===== config.mk =====
export PLATFORM = sky130hd
export DESIGN_NAME = dspm_ctrl
export DESIGN_NICKNAME = d
export VERILOG_FILES = /design/src/hdl/dspm_tick.v /design/src/hdl/dspm_ctrl.v
export VERILOG_INCLUDE_DIRS = /design/src /design/src/hdl
export SDC_FILE = /design/constraint.sdc
export NUM_CORES = 1
export LEC_CHECK = 0
export BUFFER_PORTS_ARGS = -buffer_cell sky130_fd_sc_hd__clkbuf_2
export CORE_ASPECT_RATIO = 0.7
export CORE_MARGIN = 2
export CORE_UTILIZATION = 33
export DETAILED_ROUTE_END_ITERATION = 10
export PLACE_DENSITY = 0.52
export SYNTH_ARGS = -nofsm -noshare
export SYNTH_HDL_FRONTEND = slang
export SYNTH_HIERARCHICAL = 1
export SYNTH_SLANG_ARGS = --single-unit
export TNS_END_PERCENT = 1

===== constraint.sdc =====
create_clock -name aclk -period 2.8 [get_ports aclk]
set_input_delay 0.42 -clock aclk [delete_from_list [all_inputs] [get_ports aclk]]
set_output_delay 0.42 -clock aclk [all_outputs]
set_load 0.02 [all_outputs]

===== src/hdl/dspm_map.vh =====
`ifndef DSPM_MAP_VH
`define DSPM_MAP_VH
// Register byte offsets.
`define DSPM_CTRL_OFF 8'h00
`define DSPM_CFG_OFF 8'h04
`define DSPM_STAT_OFF 8'h08
`define DSPM_GNSS_OFF 8'h0C
`define DSPM_SLEEP_OFF 8'h10
`define DSPM_PIN_OFF 8'h14
`define DSPM_ELAPSED_OFF 8'h18
// Sleep depth encoding.
`define DSPM_DEPTH_NONE 2'h0
`define DSPM_DEPTH_FULL 2'h1
`define DSPM_DEPTH_PART 2'h2
`define DSPM_DEPTH_DEEP 2'h3
`define DSPM_DEPTH_RST 2'h1
// CTRL fields.
`define DSPM_CTRL_SLEEP_BIT 0
`define DSPM_CTRL_SOFTRST_BIT 1
`define DSPM_CTRL_RADIO_BIT 2
`define DSPM_CTRL_LTE_BIT 3
// CFG fields.
`define DSPM_CFG_DEPTH_LSB 0
`define DSPM_CFG_RET_LSB 4
`define DSPM_CFG_RET_W 5
`define DSPM_CFG_RET_RST 5'h01
// GNSS command fields.
`define DSPM_GNSS_START 2'h1
`define DSPM_GNSS_STOP 2'h2
// Answer codes.
`define DSPM_RESP_OK 2'h0
`define DSPM_RESP_ERR 2'h2
`define DSPM_AXI_OKAY 2'h0
`define DSPM_AXI_SLVERR 2'h2
// Timing.
`define DSPM_CLK_HZ 25000000
`define DSPM_GUARD_MIN 30
`define DSPM_TICK_SEC 1
`define DSPM_TICK_CYC (`DSPM_CLK_HZ * `DSPM_TICK_SEC)
`endif


===== src/hdl/dspm_tick.v =====
`timescale 1ns/1ps
`include "dspm_map.vh"
// ==========================================================
// Seconds prescaler and saturating elapsed-seconds counter.
module dspm_tick #(
  parameter TICK_CYC = `DSPM_TICK_CYC,
  parameter CW = 32
) (
  aclk,
  aresetn,
  ce,
  clear,
  elapsed
);
  input wire aclk;
  input wire aresetn;
  input wire ce;
  input wire clear;
  output reg [CW-1:0] elapsed;
  reg [31:0] pre_q;
  wire tick;
  assign tick = (pre_q == TICK_CYC - 1);
  always @(posedge aclk) begin
    if (!aresetn) begin
      pre_q <= 32'h0000_0000;
      elapsed <= {CW{1'b1}};
    end else if (ce) begin
      if (clear) begin
        pre_q <= 32'h0000_0000;
        elapsed <= {CW{1'b0}};
      end else begin
        pre_q <= tick ? 32'h0000_0000 : pre_q + 32'h0000_0001;
        if (tick && (elapsed != {CW{1'b1}}))
          elapsed <= elapsed + {{(CW-1){1'b0}}, 1'b1};
      end
    end
  end
endmodule // dspm_tick


===== src/hdl/dspm_ctrl.v =====
`timescale 1ns/1ps
`include "dspm_map.vh"
module dspm_ctrl #(
  parameter TICK_CYC = `DSPM_TICK_CYC,
  parameter GUARD_SEC = `DSPM_GUARD_MIN * 60,
  parameter NPIN = 8,
  parameter [7:0] DEF_PULL_UP = 8'hA5
) (
  aclk,
  aresetn,
  ce,
  awaddr,
  awvalid,
  awready,
  wdata,
  wstrb,
  wvalid,
  wready,
  bresp,
  bvalid,
  bready,
  araddr,
  arvalid,
  arready,
  rdata,
  rresp,
  rvalid,
  rready,
  wake_pin,
  reset_pin_n,
  dig_wake_in,
  pwr_good,
  logic_power_en,
  io_supply_en,
  sram_retain,
  ret_blocks_64k,
  out_latch,
  pull_en,
  pull_up,
  boot_req,
  gnss_active
);
  input wire aclk;
  input wire aresetn;
  input wire ce;
  input wire [7:0] awaddr;
  input wire awvalid;
  output wire awready;
  input wire [31:0] wdata;
  input wire [3:0] wstrb;
  input wire wvalid;
  output wire wready;
  output reg [1:0] bresp;
  output reg bvalid;
  input wire bready;
  input wire [7:0] araddr;
  input wire arvalid;
  output wire arready;
  output reg [31:0] rdata;
  output reg [1:0] rresp;
  output reg rvalid;
  input wire rready;
  input wire wake_pin;
  input wire reset_pin_n;
  input wire dig_wake_in;
  input wire pwr_good;
  output reg logic_power_en;
  output reg io_supply_en;
  output reg sram_retain;
  output reg [4:0] ret_blocks_64k;
  output reg out_latch;
  output reg [NPIN-1:0] pull_en;
  output reg [NPIN-1:0] pull_up;
  output reg boot_req;
  output reg gnss_active;

  // ==========================================================
  // States.
  localparam [4:0] ST_RUN = 5'b00001;
  localparam [4:0] ST_FULL = 5'b00010;
  localparam [4:0] ST_PART = 5'b00100;
  localparam [4:0] ST_DEEP = 5'b01000;
  localparam [4:0] ST_BOOT = 5'b10000;

  reg [4:0] st_q;
  reg [1:0] max_depth_q;
  reg [4:0] ret_cfg_q;
  reg [31:0] sleep_sec_q;
  reg [NPIN-1:0] cfg_pull_en_q;
  reg [NPIN-1:0] cfg_pull_up_q;
  reg radio_on_q;
  reg lte_active_q;
  reg [1:0] gnss_resp_q;
  reg [1:0] last_depth_q;
  reg deep_seen_q;
  reg guard_hit_q;
  reg gnss_killed_q;
  reg aw_hold_q;
  reg w_hold_q;
  reg [7:0] awaddr_q;
  reg [31:0] wdata_q;
  reg [3:0] wstrb_q;
  wire [31:0] elapsed;
  reg [1:0] depth_d;
  reg guard_d;

  // ==========================================================
  // Seconds since the last deepest-state entry.
  wire sleep_go;
  wire deep_entry;
  assign deep_entry = ce && (st_q == ST_RUN) && sleep_go && (depth_d == `DSPM_DEPTH_DEEP);

  dspm_tick #(
    .TICK_CYC(TICK_CYC),
    .CW(32)
  ) u_tick (
    .aclk(aclk),
    .aresetn(aresetn),
    .ce(ce),
    .clear(deep_entry),
    .elapsed(elapsed)
  );

  // ==========================================================
  // AXI4-Lite write path: address and data taken in either order.
  wire aw_have;
  wire w_have;
  wire wr_fire;
  wire [7:0] wa;
  wire [31:0] wd;
  wire [3:0] ws;
  // Ready stays low while the clock enable is low, so no beat is lost in a frozen cycle.
  assign awready = ce && !aw_hold_q && !bvalid;
  assign wready = ce && !w_hold_q && !bvalid;
  assign aw_have = aw_hold_q || awvalid;
  assign w_have = w_hold_q || wvalid;
  assign wr_fire = ce && aw_have && w_have && !bvalid;
  assign wa = aw_hold_q ? awaddr_q : awaddr;
  assign wd = w_hold_q ? wdata_q : wdata;
  assign ws = w_hold_q ? wstrb_q : wstrb;
  wire wr_ctrl;
  wire wr_gnss;
  wire wr_ok;
  assign wr_ctrl = wr_fire && (wa == `DSPM_CTRL_OFF) && ws[0];
  assign wr_gnss = wr_fire && (wa == `DSPM_GNSS_OFF) && ws[0];
  assign wr_ok = (wa == `DSPM_CTRL_OFF) || (wa == `DSPM_CFG_OFF) || (wa == `DSPM_GNSS_OFF) ||
                 (wa == `DSPM_SLEEP_OFF) || (wa == `DSPM_PIN_OFF);
  assign sleep_go = wr_ctrl && wd[`DSPM_CTRL_SLEEP_BIT] && !radio_on_q;

  always @(posedge aclk) begin
    if (!aresetn) begin
      aw_hold_q <= 1'b0;
      w_hold_q <= 1'b0;
      awaddr_q <= 8'h00;
      wdata_q <= 32'h0000_0000;
      wstrb_q <= 4'h0;
      bvalid <= 1'b0;
      bresp <= `DSPM_AXI_OKAY;
    end else if (ce) begin
      if (awvalid && awready) begin
        aw_hold_q <= 1'b1;
        awaddr_q <= awaddr;
      end
      if (wvalid && wready) begin
        w_hold_q <= 1'b1;
        wdata_q <= wdata;
        wstrb_q <= wstrb;
      end
      if (wr_fire) begin
        aw_hold_q <= 1'b0;
        w_hold_q <= 1'b0;
        bvalid <= 1'b1;
        bresp <= wr_ok ? `DSPM_AXI_OKAY : `DSPM_AXI_SLVERR;
      end else if (bvalid && bready) begin
        bvalid <= 1'b0;
      end
    end
  end

  // ==========================================================
  // Configuration registers.
  always @(posedge aclk) begin
    if (!aresetn) begin
      max_depth_q <= `DSPM_DEPTH_RST;
      ret_cfg_q <= `DSPM_CFG_RET_RST;
      sleep_sec_q <= 32'h0000_0000;
      cfg_pull_en_q <= {NPIN{1'b0}};
      cfg_pull_up_q <= {NPIN{1'b0}};
      radio_on_q <= 1'b1;
      lte_active_q <= 1'b0;
      gnss_active <= 1'b0;
      gnss_resp_q <= `DSPM_RESP_OK;
      gnss_killed_q <= 1'b0;
    end else if (ce) begin
      if (wr_fire && (wa == `DSPM_CFG_OFF) && ws[0]) begin
        max_depth_q <= wd[`DSPM_CFG_DEPTH_LSB +: 2];
        ret_cfg_q <= wd[`DSPM_CFG_RET_LSB +: `DSPM_CFG_RET_W];
      end
      if (wr_fire && (wa == `DSPM_SLEEP_OFF))
        sleep_sec_q <= wd;
      if (wr_fire && (wa == `DSPM_PIN_OFF)) begin
        cfg_pull_en_q <= wd[NPIN-1:0];
        cfg_pull_up_q <= wd[8 +: NPIN];
      end
      if (wr_ctrl) begin
        radio_on_q <= wd[`DSPM_CTRL_RADIO_BIT];
        lte_active_q <= wd[`DSPM_CTRL_LTE_BIT];
      end
      if (lte_active_q && gnss_active) begin
        gnss_active <= 1'b0;
        gnss_killed_q <= 1'b1;
      end
      if (wr_gnss) begin
        if (lte_active_q) begin
          gnss_resp_q <= `DSPM_RESP_ERR;
        end else begin
          gnss_resp_q <= `DSPM_RESP_OK;
          if (wd[1:0] == `DSPM_GNSS_START) begin
            gnss_active <= 1'b1;
            gnss_killed_q <= 1'b0;
          end else if (wd[1:0] == `DSPM_GNSS_STOP) begin
            gnss_active <= 1'b0;
          end
        end
      end
      if (st_q != ST_RUN)
        gnss_active <= 1'b0;
    end
  end

  // ==========================================================
  // Depth choice with flash-wear guard.
  always @* begin
    guard_d = deep_seen_q && (elapsed < GUARD_SEC);
    if (sleep_sec_q < GUARD_SEC)
      guard_d = 1'b1;
    depth_d = max_depth_q;
    if (max_depth_q == `DSPM_DEPTH_DEEP && guard_d)
      depth_d = `DSPM_DEPTH_PART;
    if (max_depth_q == `DSPM_DEPTH_NONE)
      depth_d = `DSPM_DEPTH_FULL;
  end

  // ==========================================================
  // Sleep sequencer.
  wire wake_ev;
  assign wake_ev = wake_pin || !reset_pin_n || !pwr_good;

  always @(posedge aclk) begin
    if (!aresetn) begin
      st_q <= ST_RUN;
      last_depth_q <= `DSPM_DEPTH_NONE;
      deep_seen_q <= 1'b0;
      guard_hit_q <= 1'b0;
      boot_req <= 1'b0;
    end else if (ce) begin
      boot_req <= 1'b0;
      case (st_q)
        ST_RUN: begin
          if (sleep_go) begin
            last_depth_q <= depth_d;
            guard_hit_q <= (max_depth_q == `DSPM_DEPTH_DEEP) && guard_d;
            if (depth_d == `DSPM_DEPTH_DEEP) begin
              st_q <= ST_DEEP;
              deep_seen_q <= 1'b1;
            end else if (depth_d == `DSPM_DEPTH_PART) begin
              st_q <= ST_PART;
            end else begin
              st_q <= ST_FULL;
            end
          end
        end
        ST_FULL: begin
          if (wake_ev || dig_wake_in)
            st_q <= ST_BOOT;
        end
        ST_PART, ST_DEEP: begin
          if (wake_ev)
            st_q <= ST_BOOT;
        end
        ST_BOOT: begin
          boot_req <= 1'b1;
          st_q <= ST_RUN;
        end
        default: st_q <= ST_RUN;
      endcase
    end
  end

  // ==========================================================
  // Power, retention and pad controls.
  always @(posedge aclk) begin
    if (!aresetn) begin
      logic_power_en <= 1'b1;
      io_supply_en <= 1'b1;
      sram_retain <= 1'b0;
      ret_blocks_64k <= 5'h00;
      out_latch <= 1'b0;
      pull_en <= {NPIN{1'b1}};
      pull_up <= DEF_PULL_UP[NPIN-1:0];
    end else if (ce) begin
      logic_power_en <= (st_q == ST_RUN) || (st_q == ST_BOOT);
      io_supply_en <= !((st_q == ST_DEEP) || (st_q == ST_PART));
      sram_retain <= (st_q == ST_FULL);
      ret_blocks_64k <= (st_q == ST_PART) ? ret_cfg_q : 5'h00;
      out_latch <= (st_q == ST_FULL);
      if (st_q == ST_DEEP || st_q == ST_PART) begin
        pull_en <= {NPIN{1'b0}};
      end else if (st_q == ST_FULL) begin
        pull_en <= cfg_pull_en_q;
        pull_up <= cfg_pull_up_q;
      end else if (st_q == ST_BOOT && last_depth_q == `DSPM_DEPTH_DEEP) begin
        pull_en <= {NPIN{1'b1}};
        pull_up <= DEF_PULL_UP[NPIN-1:0];
      end
    end
  end

  // ==========================================================
  // AXI4-Lite read path.
  assign arready = ce && !rvalid;
  always @(posedge aclk) begin
    if (!aresetn) begin
      rvalid <= 1'b0;
      rdata <= 32'h0000_0000;
      rresp <= `DSPM_AXI_OKAY;
    end else if (ce) begin
      if (arvalid && arready) begin
        rvalid <= 1'b1;
        rresp <= `DSPM_AXI_OKAY;
        case (araddr)
          `DSPM_CTRL_OFF: rdata <= {28'h000_0000, lte_active_q, radio_on_q, 2'b00};
          `DSPM_CFG_OFF: rdata <= {23'h00_0000, ret_cfg_q, 2'b00, max_depth_q};
          `DSPM_STAT_OFF: rdata <= {20'h0_0000, gnss_killed_q, guard_hit_q, deep_seen_q,
                                    gnss_active, last_depth_q, 1'b0, st_q};
          `DSPM_GNSS_OFF: rdata <= {28'h000_0000, lte_active_q, gnss_active, gnss_resp_q};
          `DSPM_SLEEP_OFF: rdata <= sleep_sec_q;
          `DSPM_PIN_OFF: rdata <= {16'h0000, cfg_pull_up_q, cfg_pull_en_q};
          `DSPM_ELAPSED_OFF: rdata <= elapsed;
          default: begin
            rdata <= 32'h0000_0000;
            rresp <= `DSPM_AXI_SLVERR;
          end
        endcase
      end else if (rvalid && rready) begin
        rvalid <= 1'b0;
      end
    end
  end
endmodule // dspm_ctrl


# Word level (Yosys, flattened, before mapping)
# Index checks and enable logic that the tools add are counted.
# Widths: inputs -> output; s select.
[op_classes] addsub=2 n_lt_le_gt_ge=2 eq_ne=27 muxes=45 bitwise_logic=1 n_reduce_logical=81
[op_table] cell="$pmux 32 s7" n=1
[op_table] cell="$mux 32" n=5
[op_table] cell="$add 32x1->32 const B" n=2
[op_table] cell="$lt 32x11->1 const B" n=2
[op_table] cell="$mux 8" n=6
[op_table] cell="$eq 8x5->1 const B" n=5
[op_table] cell="$eq 32x25->1 const B" n=1
[op_table] cell="$ne 32x32->1 const B" n=1
[op_table] cell="$logic_and 1x1->1" n=31
[op_table] cell="$reduce_and 2->1" n=15
[op_table] cell="$eq 8x4->1 const B" n=3
[op_table] cell="$mux 1" n=21
[op_table] cell="$mux 5" n=4
[op_table] cell="$eq 8x3->1 const B" n=2
[op_table] cell="$logic_not 8->1" n=2
[op_table] cell="$pmux 5 s3" n=1
[op_table] cell="$reduce_bool 2->1" n=6
[op_table] cell="$logic_or 1x1->1" n=11
[op_table] cell="$eq 2x2->1 const B" n=5
[op_table] cell="$mux 2" n=5
[op_table] cell="$logic_not 1->1" n=8
[op_table] cell="$reduce_and 4->1" n=2
[op_table] cell="$reduce_or 7->1" n=1
[op_table] cell="$ne 2x2->1 const B" n=3
[op_table] cell="14 further kinds" n=15
[totals] ff_bits=240 in_bits=64

# Logic depth before layout (Yosys ltp)
# Gate-level depths: netlist of the first run.
[logic_depth] depth_word=12 depth_mapped=15 ltp_nobuf=12

# Modules after synthesis
# The synthesis of the first run kept the hierarchy.
[modules_own_cells] module="dspm_ctrl" n_inst=1 cells_each=878 area_per_inst_um2=7611.0
[modules_own_cells] module="dspm_tick" n_inst=1 cells_each=389 area_per_inst_um2=3225.6

# Least setup slack after synthesis of the first run
# Ideal clock, no wire load.
[synth_timing] kind="in2reg" startpoint="input awaddr[0]" endpoint="register u_tick.elapsed[6]" setup_ns=0.148 arrival_ns=2.612 t_required_ns=2.652 path_slack_ns=0.039 path_stages=12 cell_sequence="nor4_2 a32oi_2 nor3_1 and4_1 buf_2 nand3_1 inv_1 clkbuf_1 clkbuf_1 a21oi_1 o21ai_0 o311ai_0"
[synth_between] elab_chain_cells=10 word_cells_on_any_way=11 cone_classes="mux: 2; reduce/logical: 9"
[synth_rtl] element="from (decl)" line_no="dspm_ctrl.v:46" source="input wire [7:0] awaddr;"
[synth_rtl] element="$mux 8 (*)" line_no="dspm_ctrl.v:138" source="assign wa = aw_hold_q ? awaddr_q : awaddr;"
[synth_rtl] element="$logic_not 8->1 (no line) (*)"
[synth_rtl] element="$logic_and 1x1->1 (*) (2 in series)" line_no="dspm_ctrl.v:144" source="assign wr_ctrl = wr_fire && (wa == `DSPM_CTRL_OFF) && ws[0];"
[synth_rtl] element="$logic_and 1x1->1 (*) (2 in series)" line_no="dspm_ctrl.v:148" source="assign sleep_go = wr_ctrl && wd[`DSPM_CTRL_SLEEP_BIT] && !radio_on_q;"
[synth_rtl] element="$logic_and 1x1->1 (*) (2 in series)" line_no="dspm_ctrl.v:111" source="assign deep_entry = ce && (st_q == ST_RUN) && sleep_go && (depth_d == `DSPM_DEPTH_DEEP);"
[synth_rtl] element="via deep_entry" line_no="dspm_ctrl.v:110" source="wire deep_entry;"
[synth_rtl] element="$reduce_bool 2->1 (no line)"
[synth_rtl] element="$reduce_and 2->1 (no line)"
[synth_rtl] element="to (signal assigned)" line_no="dspm_tick.v:26" source="elapsed <= {CW{1'b1}};"
[synth_rtl] element="to (signal assigned)" line_no="dspm_tick.v:30" source="elapsed <= {CW{1'b0}};"
[synth_rtl] element="to (signal assigned)" line_no="dspm_tick.v:34" source="elapsed <= elapsed + {{(CW-1){1'b0}}, 1'b1};"
[synth_rtl] element="to (decl)" line_no="dspm_tick.v:19" source="output reg [CW-1:0] elapsed;"
# Mark *: on every way through the listed nets, which the timed path passes. The rest lies on a longest branch.
# A chain may end at the register's enable or synchronous reset.

# Worst setup path in the final report of the first run
[layout_timing] startpoint="register awaddr_q[7]" endpoint="register u_tick.elapsed[3]"
[layout_between] elab_chain_cells=10 word_cells_on_any_way=11 cone_classes="mux: 2; reduce/logical: 9"
[layout_rtl] element="from (decl)" line_no="dspm_ctrl.v:100" source="reg [7:0] awaddr_q;"
[layout_rtl] element="from (signal assigned)" line_no="dspm_ctrl.v:162" source="awaddr_q <= awaddr;"
[layout_rtl] element="$mux 8 (*)" line_no="dspm_ctrl.v:138"
[layout_rtl] element="$logic_not 8->1 (no line) (*)"
[layout_rtl] element="$logic_and 1x1->1 (*) (2 in series)" line_no="dspm_ctrl.v:144"
[layout_rtl] element="$logic_and 1x1->1 (*) (2 in series)" line_no="dspm_ctrl.v:148"
[layout_rtl] element="$logic_and 1x1->1 (*) (2 in series)" line_no="dspm_ctrl.v:111"
[layout_rtl] element="via deep_entry" line_no="dspm_ctrl.v:110"
[layout_rtl] element="$reduce_bool 2->1 (no line)"
[layout_rtl] element="$reduce_and 2->1 (no line)"
# Marks and branches as above.

==> results.toml, run 1 <==
[logic_synthesis]
ys_seq_elements = 237
ys_types = 78
syn_inst = 1267
synthArstFlopShare = 0
synth_top_area_frac = 0.438
syn_area_per_cell_um2 = 8.55
yosys_most_used_dff = "dfxtp_1"
ys_seq_area_frac = 0.438
synthTopCellsByArea = "dfxtp_1 44%, nand2_1 6.2%, nor2_1 5.9%, mux2i_1 4.7%, a21oi_1 3.9%"
netlist_area_um2 = 10800
synth_top_area_cell = "dfxtp_1"
yosysWarnings = 6
synth_edf_count = 0

[final_layout]
final_cell_mix = "235 x dfxtp_1, 179 x nand2_1, 170 x nor2_1"
drive_above_1_share = 0.232
layout_commonest_cell = "dfxtp_1"
syn_to_final_growth_pct = 23.6
layout.nets = 1512
antenna_cells = 0

[setup_path]
crit_required_ns = 3.23
critPathLaunchType = "flip-flop"
endpoint_kind = "flip-flop"
cp.arrival_ns = 3.16
cp_max_fo = 8
crit_type = "flip-flop to flip-flop"

[sta]
skew_ns = 0.0111
max_slew.worst_pin.slew_ns = 1.12
fmax_mhz = 367
post-route-period-util = 0.974
slew_violations = 0
setup_viol = 0
layout_setup_ws_ns = 0.0723
rsz0062_at_grt = "true"
hold_viol = 0
fin_crit_ns = 2.73
slew_headroom = 0.246

[die]
initial_core_util = 0.335
core_area_um2 = 32300
io_pins = 132
rows = 55
die_h_um = 156
die-area_um2 = 34300
die_w_um = 221

[pwr]
p_leak_nw = 5.26
powerDensity_nw_per_um2 = 556
total_power_mw = 7.45
ir_drop_v = 0.000352

[outcome]
status = "finished, final reports clean"

[cts]
clock_sinks = 237
numCtsBuffers = 25
htreeDepth = 1
worstSkewPairLatency_ns = 0.54
cts_tree = "built"
cts_hold_buf = 0
clockBufferDepth = 3
path_clk_slew_ns = 0.06
cts_root_buf = "clkbuf_16"

[drt]
drtIter0Drc = 911
antenna_left = 0
wire_per_inst_um = 17.9
drt-vias-per-instance = 5.24
routed_wl_um = 33900
drt_pass1_iterations = 6
drc = 0
num_vias = 9910

[grt]
grt.busiest_layer = "met1"
gr-total-overflow = 0
met1_usage = 0.325
grt_pass1_wl_um = 52600
grtUsageMet3 = 0.0400
met2_usage = 0.248
grt_max_degree = 129
grt_pass1_vias = 9074
track_usage = 0.194
antenna_found_initial = 1

[run]
drv_cap = 0

[placement]
port_buffers = 126
place_congestion = 0.833
dp_hpwl_um = 24200
place_ws_ns = -0.104

[worst_hold_path]
hp-class = "input port to flip-flop"
[routing by layer]
metal,share of wire,wire [um]
met5,0,0
met3,0.074,2490
met4,0.011,368
met1,0.54,18400
met2,0.37,12700
[path summary, 6_finish.rpt]
check	startpoint	endpoint	slack, ns	depth (start not counted)
max	awaddr_q[7]	u_tick/elapsed[3]	0.07	14
min	wdata[22]	wdata_q[22]	0.11	3
max reg2reg	awaddr_q[7]	u_tick/elapsed[3]	0.07	14
min reg2reg	rdata[7]	rdata[7]	0.45	1
[flip-flops by register name (all words and copies together), names as in the netlist, 2 cells and up]
signal / flops
rdata: 32
sleep_sec_q: 32
u_tick/elapsed: 32
u_tick/pre_q: 32
wdata_q: 32
awaddr_q: 8
cfg_pull_en_q: 8
cfg_pull_up_q: 8
pull_en: 8
pull_up: 8
ret_blocks_64k: 5
ret_cfg_q: 5
st_q: 5
last_depth_q: 2
max_depth_q: 2
[Yosys cell counts (8+ instances only)]
master,number
and2_1,14
o311ai_0,12
mux2i_1,51
nand2_1,180
a21oi_1,85
mux2_2,34
buf_2,18
nand4_1,21
o311ai_1,8
and4_1,12
a211oi_1,34
o21ai_0,46
nor2_1,170
o2bb2ai_1,8
dfxtp_1,237
nor3_1,23
xor2_1,16
a22oi_1,30
nand3_1,22
o211ai_1,9
a31oi_1,15
and3_1,13
xnor2_1,15
clkbuf_1,50
a222oi_1,8
nor4_1,13
inv_1,13
[cells by family (layout without fill, tap and decap cells)]
kind of cell / after synthesis / in the layout / share of synthesized area
other: 1 / 2 / 0.000346
AND/OR/NAND/NOR: 523 / 524 / 0.233
XOR/XNOR: 31 / 31 / 0.0251
adder cells (fa/ha/maj): 2 / 2 / 0.00231
multiplexers: 85 / 85 / 0.0824
AO/OA/AOI/OAI: 292 / 292 / 0.179
flip-flops: 237 / 237 / 0.438
buffers and inverters: 96 / 291 / 0.0398
[critical path: stages (launching register included)]
cell	delay, ns
dfxtp_1	0.38
nor4_4	0.06
buf_4	0.15
a32oi_2	0.25
nor3_2	0.08
buf_4	0.15
and4_1	0.20
nand3_2	0.10
inv_2	0.07
inv_2	0.09
nand2_1	0.09
nor4_4	0.35
nand2_1	0.14
buf_4	0.19
o311ai_0	0.31
[where the power goes]
group | internal (mW) | total (mW) | switching [mW]
combinational | 0.198 | 0.533 | 0.335
sequential | 3.42 | 3.45 | 0.0295
clock | 2.06 | 3.48 | 1.42
[what timing repair did]
item                       4_1_cts  5_1_grt
setup buffers                    1        1
pin swaps                        2        7
gates resized for setup          2       21
setup endpoints to repair       20       63
cloned                           0        1
[metrics by stage]
| stage | util | TNS (ns) | hold WS [ns] | instances | cell area [um2] |
|---|---|---|---|---|---|
| after floorplan | - | 0 | 0.433 | 1268 | 10800 |
| after global placement | 0.386 | -2.93 | 0.435 | 1843 | 12500 |
| after detailed placement | 0.386 | -1.21 | 0.442 | 1843 | 12500 |
| after CTS | 0.412 | 0 | 0.0930 | 1889 | 13300 |
| after global routing | 0.414 | -0.303 | 0.101 | 1891 | 13400 |
| final | 0.414 | 0 | 0.113 | 1891 | 13400 |
[final cells by class]
class | instances | area, um2
fill | 3326 | 18900
timing repair buffer | 232 | 1490
sequential | 237 | 4750
clock inverter | 7 | 114
tap | 427 | 534
clock buffer | 38 | 724
multi-input combinational | 936 | 5730
inverter | 14 | 55.1
No activity file was read; power rests on OpenSTA's default activity.
==> run 2, diff against run 1 <==
--- a/config.mk
+++ b/config.mk
@@ -7,7 +7,6 @@
 export NUM_CORES = 1
 export LEC_CHECK = 0
 export BUFFER_PORTS_ARGS = -buffer_cell sky130_fd_sc_hd__clkbuf_2
-export CORE_ASPECT_RATIO = 0.7
 export CORE_MARGIN = 2
 export CORE_UTILIZATION = 33
 export DETAILED_ROUTE_END_ITERATION = 10
==> run 2 against run 1 <==
Net effect: critical path depth unchanged; fmax up 1.7%; largest power group unchanged; sequential cell count unchanged; clock skew grew 0.028 ns; cell count rose by 1.4%; clock-buffer cell count up 7; setup slack better by 0.047 ns; clock power grew 11%.
==> results.toml, run 2 (synthesis results as in run 1) <==
[outcome]
status = "finished, final reports clean"

[setup_path]
crit_required_ns = 3.24
critPathLaunchType = "flip-flop"
crit_type = "flip-flop to flip-flop"
cp_max_fo = 8
reg2reg_depth = 14
endpoint_kind = "flip-flop"
cp.arrival_ns = 3.12

[drt]
antenna_left = 0
drt-vias-per-instance = 5.16
drt_pass1_iterations = 5
drc = 0
drtIter0Drc = 644
num_vias = 9900
wire_per_inst_um = 16.9
routed_wl_um = 32500

[grt]
grt_pass1_vias = 9092
antenna_found_initial = 0
track_usage = 0.185
grt_max_degree = 102
gr-total-overflow = 0
grt_pass1_wl_um = 50800

[die]
io_pins = 132
initial_core_util = 0.334
rows = 66
die_h_um = 185
core_area_um2 = 32500
die-area_um2 = 34300
die_w_um = 185

[sta]
layout_setup_ws_ns = 0.119
fin_setup_tns_ns = 0
setup_viol = 0
fin_crit_ns = 2.68
rsz0062_at_grt = "true"
fmax_mhz = 373
hold_viol = 0
fin_hold_ws_ns = 0.0808
slew_violations = 0
max_slew.worst_pin.slew_ns = 0.890
slew_headroom = 0.407
skew_ns = 0.0394
post-route-period-util = 0.957

[final_layout]
layout_commonest_cell = "dfxtp_1"
drive_above_1_share = 0.241
final_area_um2 = 13600
antenna_cells = 0
final_cell_mix = "235 x dfxtp_1, 180 x nand2_1, 170 x nor2_1"
syn_to_final_growth_pct = 25.6
layout.nets = 1519

[cts]
cts_tree = "built"
cts_hold_buf = 0
numCtsBuffers = 28
path_clk_slew_ns = 0.06
clock_sinks = 237
worstSkewPairLatency_ns = 0.57
clockBufferDepth = 3
cts_root_buf = "clkbuf_16"
htreeDepth = 1

[worst_hold_path]
hp-class = "input port to flip-flop"
holdPathStages = 3

[pwr]
powerDensity_nw_per_um2 = 574
ir_drop_v = 0.000416
total_power_mw = 7.82
p_leak_nw = 5.39

[placement]
place_area_um2 = 12500
place_ws_ns = -0.285
place_congestion = 0.864
dp_hpwl_um = 23200
port_buffers = 126

[run]
drv_cap = 0
[run 2: power by group]
part / switching (mW) / leakage (nW) / internal [mW]
logic: 0.304 / 2.97 / 0.192
clock network: 1.50 / 0.499 / 2.37
registers: 0.0306 / 1.92 / 3.42
total: 1.84 / 5.39 / 5.98
[run 2: path summary, 6_finish.rpt]
check,start,to,slack (ns)
worst min-delay path,wdata[30],wdata_q[30],0.08
worst min register to register,wdata_q[12],wdata_q[12],0.45
worst max register to register,u_tick/elapsed[30],u_tick/elapsed[28],0.12
worst max-delay path,u_tick/elapsed[30],u_tick/elapsed[28],0.12
[run 2: metrics by stage]
stage	util	cells
finish	0.420	1917
detailed placement	0.385	1860
global placement	0.385	1860
CTS	0.418	1916
floorplan	-	1268
global route	0.420	1917
[run 2: repair_timing]
item / CTS / global route
gates resized for setup: 7 / 13
buffers inserted: 4 / 1
setup endpoints to repair: 29 / 30
pin swaps: 2 / 2
[run 2: worst max-delay path, stage by stage (launching register included)]
cell      delay (ns)
dfxtp_1         0.33
nor4_4          0.30
buf_4           0.16
nand4_1         0.11
nor3_2          0.20
buf_4           0.17
nor3b_1         0.06
nand3_2         0.11
inv_2           0.07
inv_2           0.09
nand2_1         0.09
nor4_4          0.22
and2_4          0.26
nand2_1         0.13
o311ai_2        0.29
[run 2: per-layer routing]
| metal | global-route usage | vias up | share of wire |
|---|---|---|---|
| met3 | 0.0248 | 42 | 0.044 |
| met2 | 0.282 | 228 | 0.44 |
| met1 | 0.275 | 4671 | 0.50 |
| met5 | 0 | - | 0 |
| met4 | 0.0416 | 0 | 0.020 |
| li1 | - | 4959 | - |
[run 2: layout make-up]
class	instances	area (um2)
clock inverter	7	114
multi-input combinational	935	5730
inverter	14	55.1
sequential	237	4750
fill	3308	18800
tap	442	553
timing repair buffer	237	1520
clock buffer	45	895
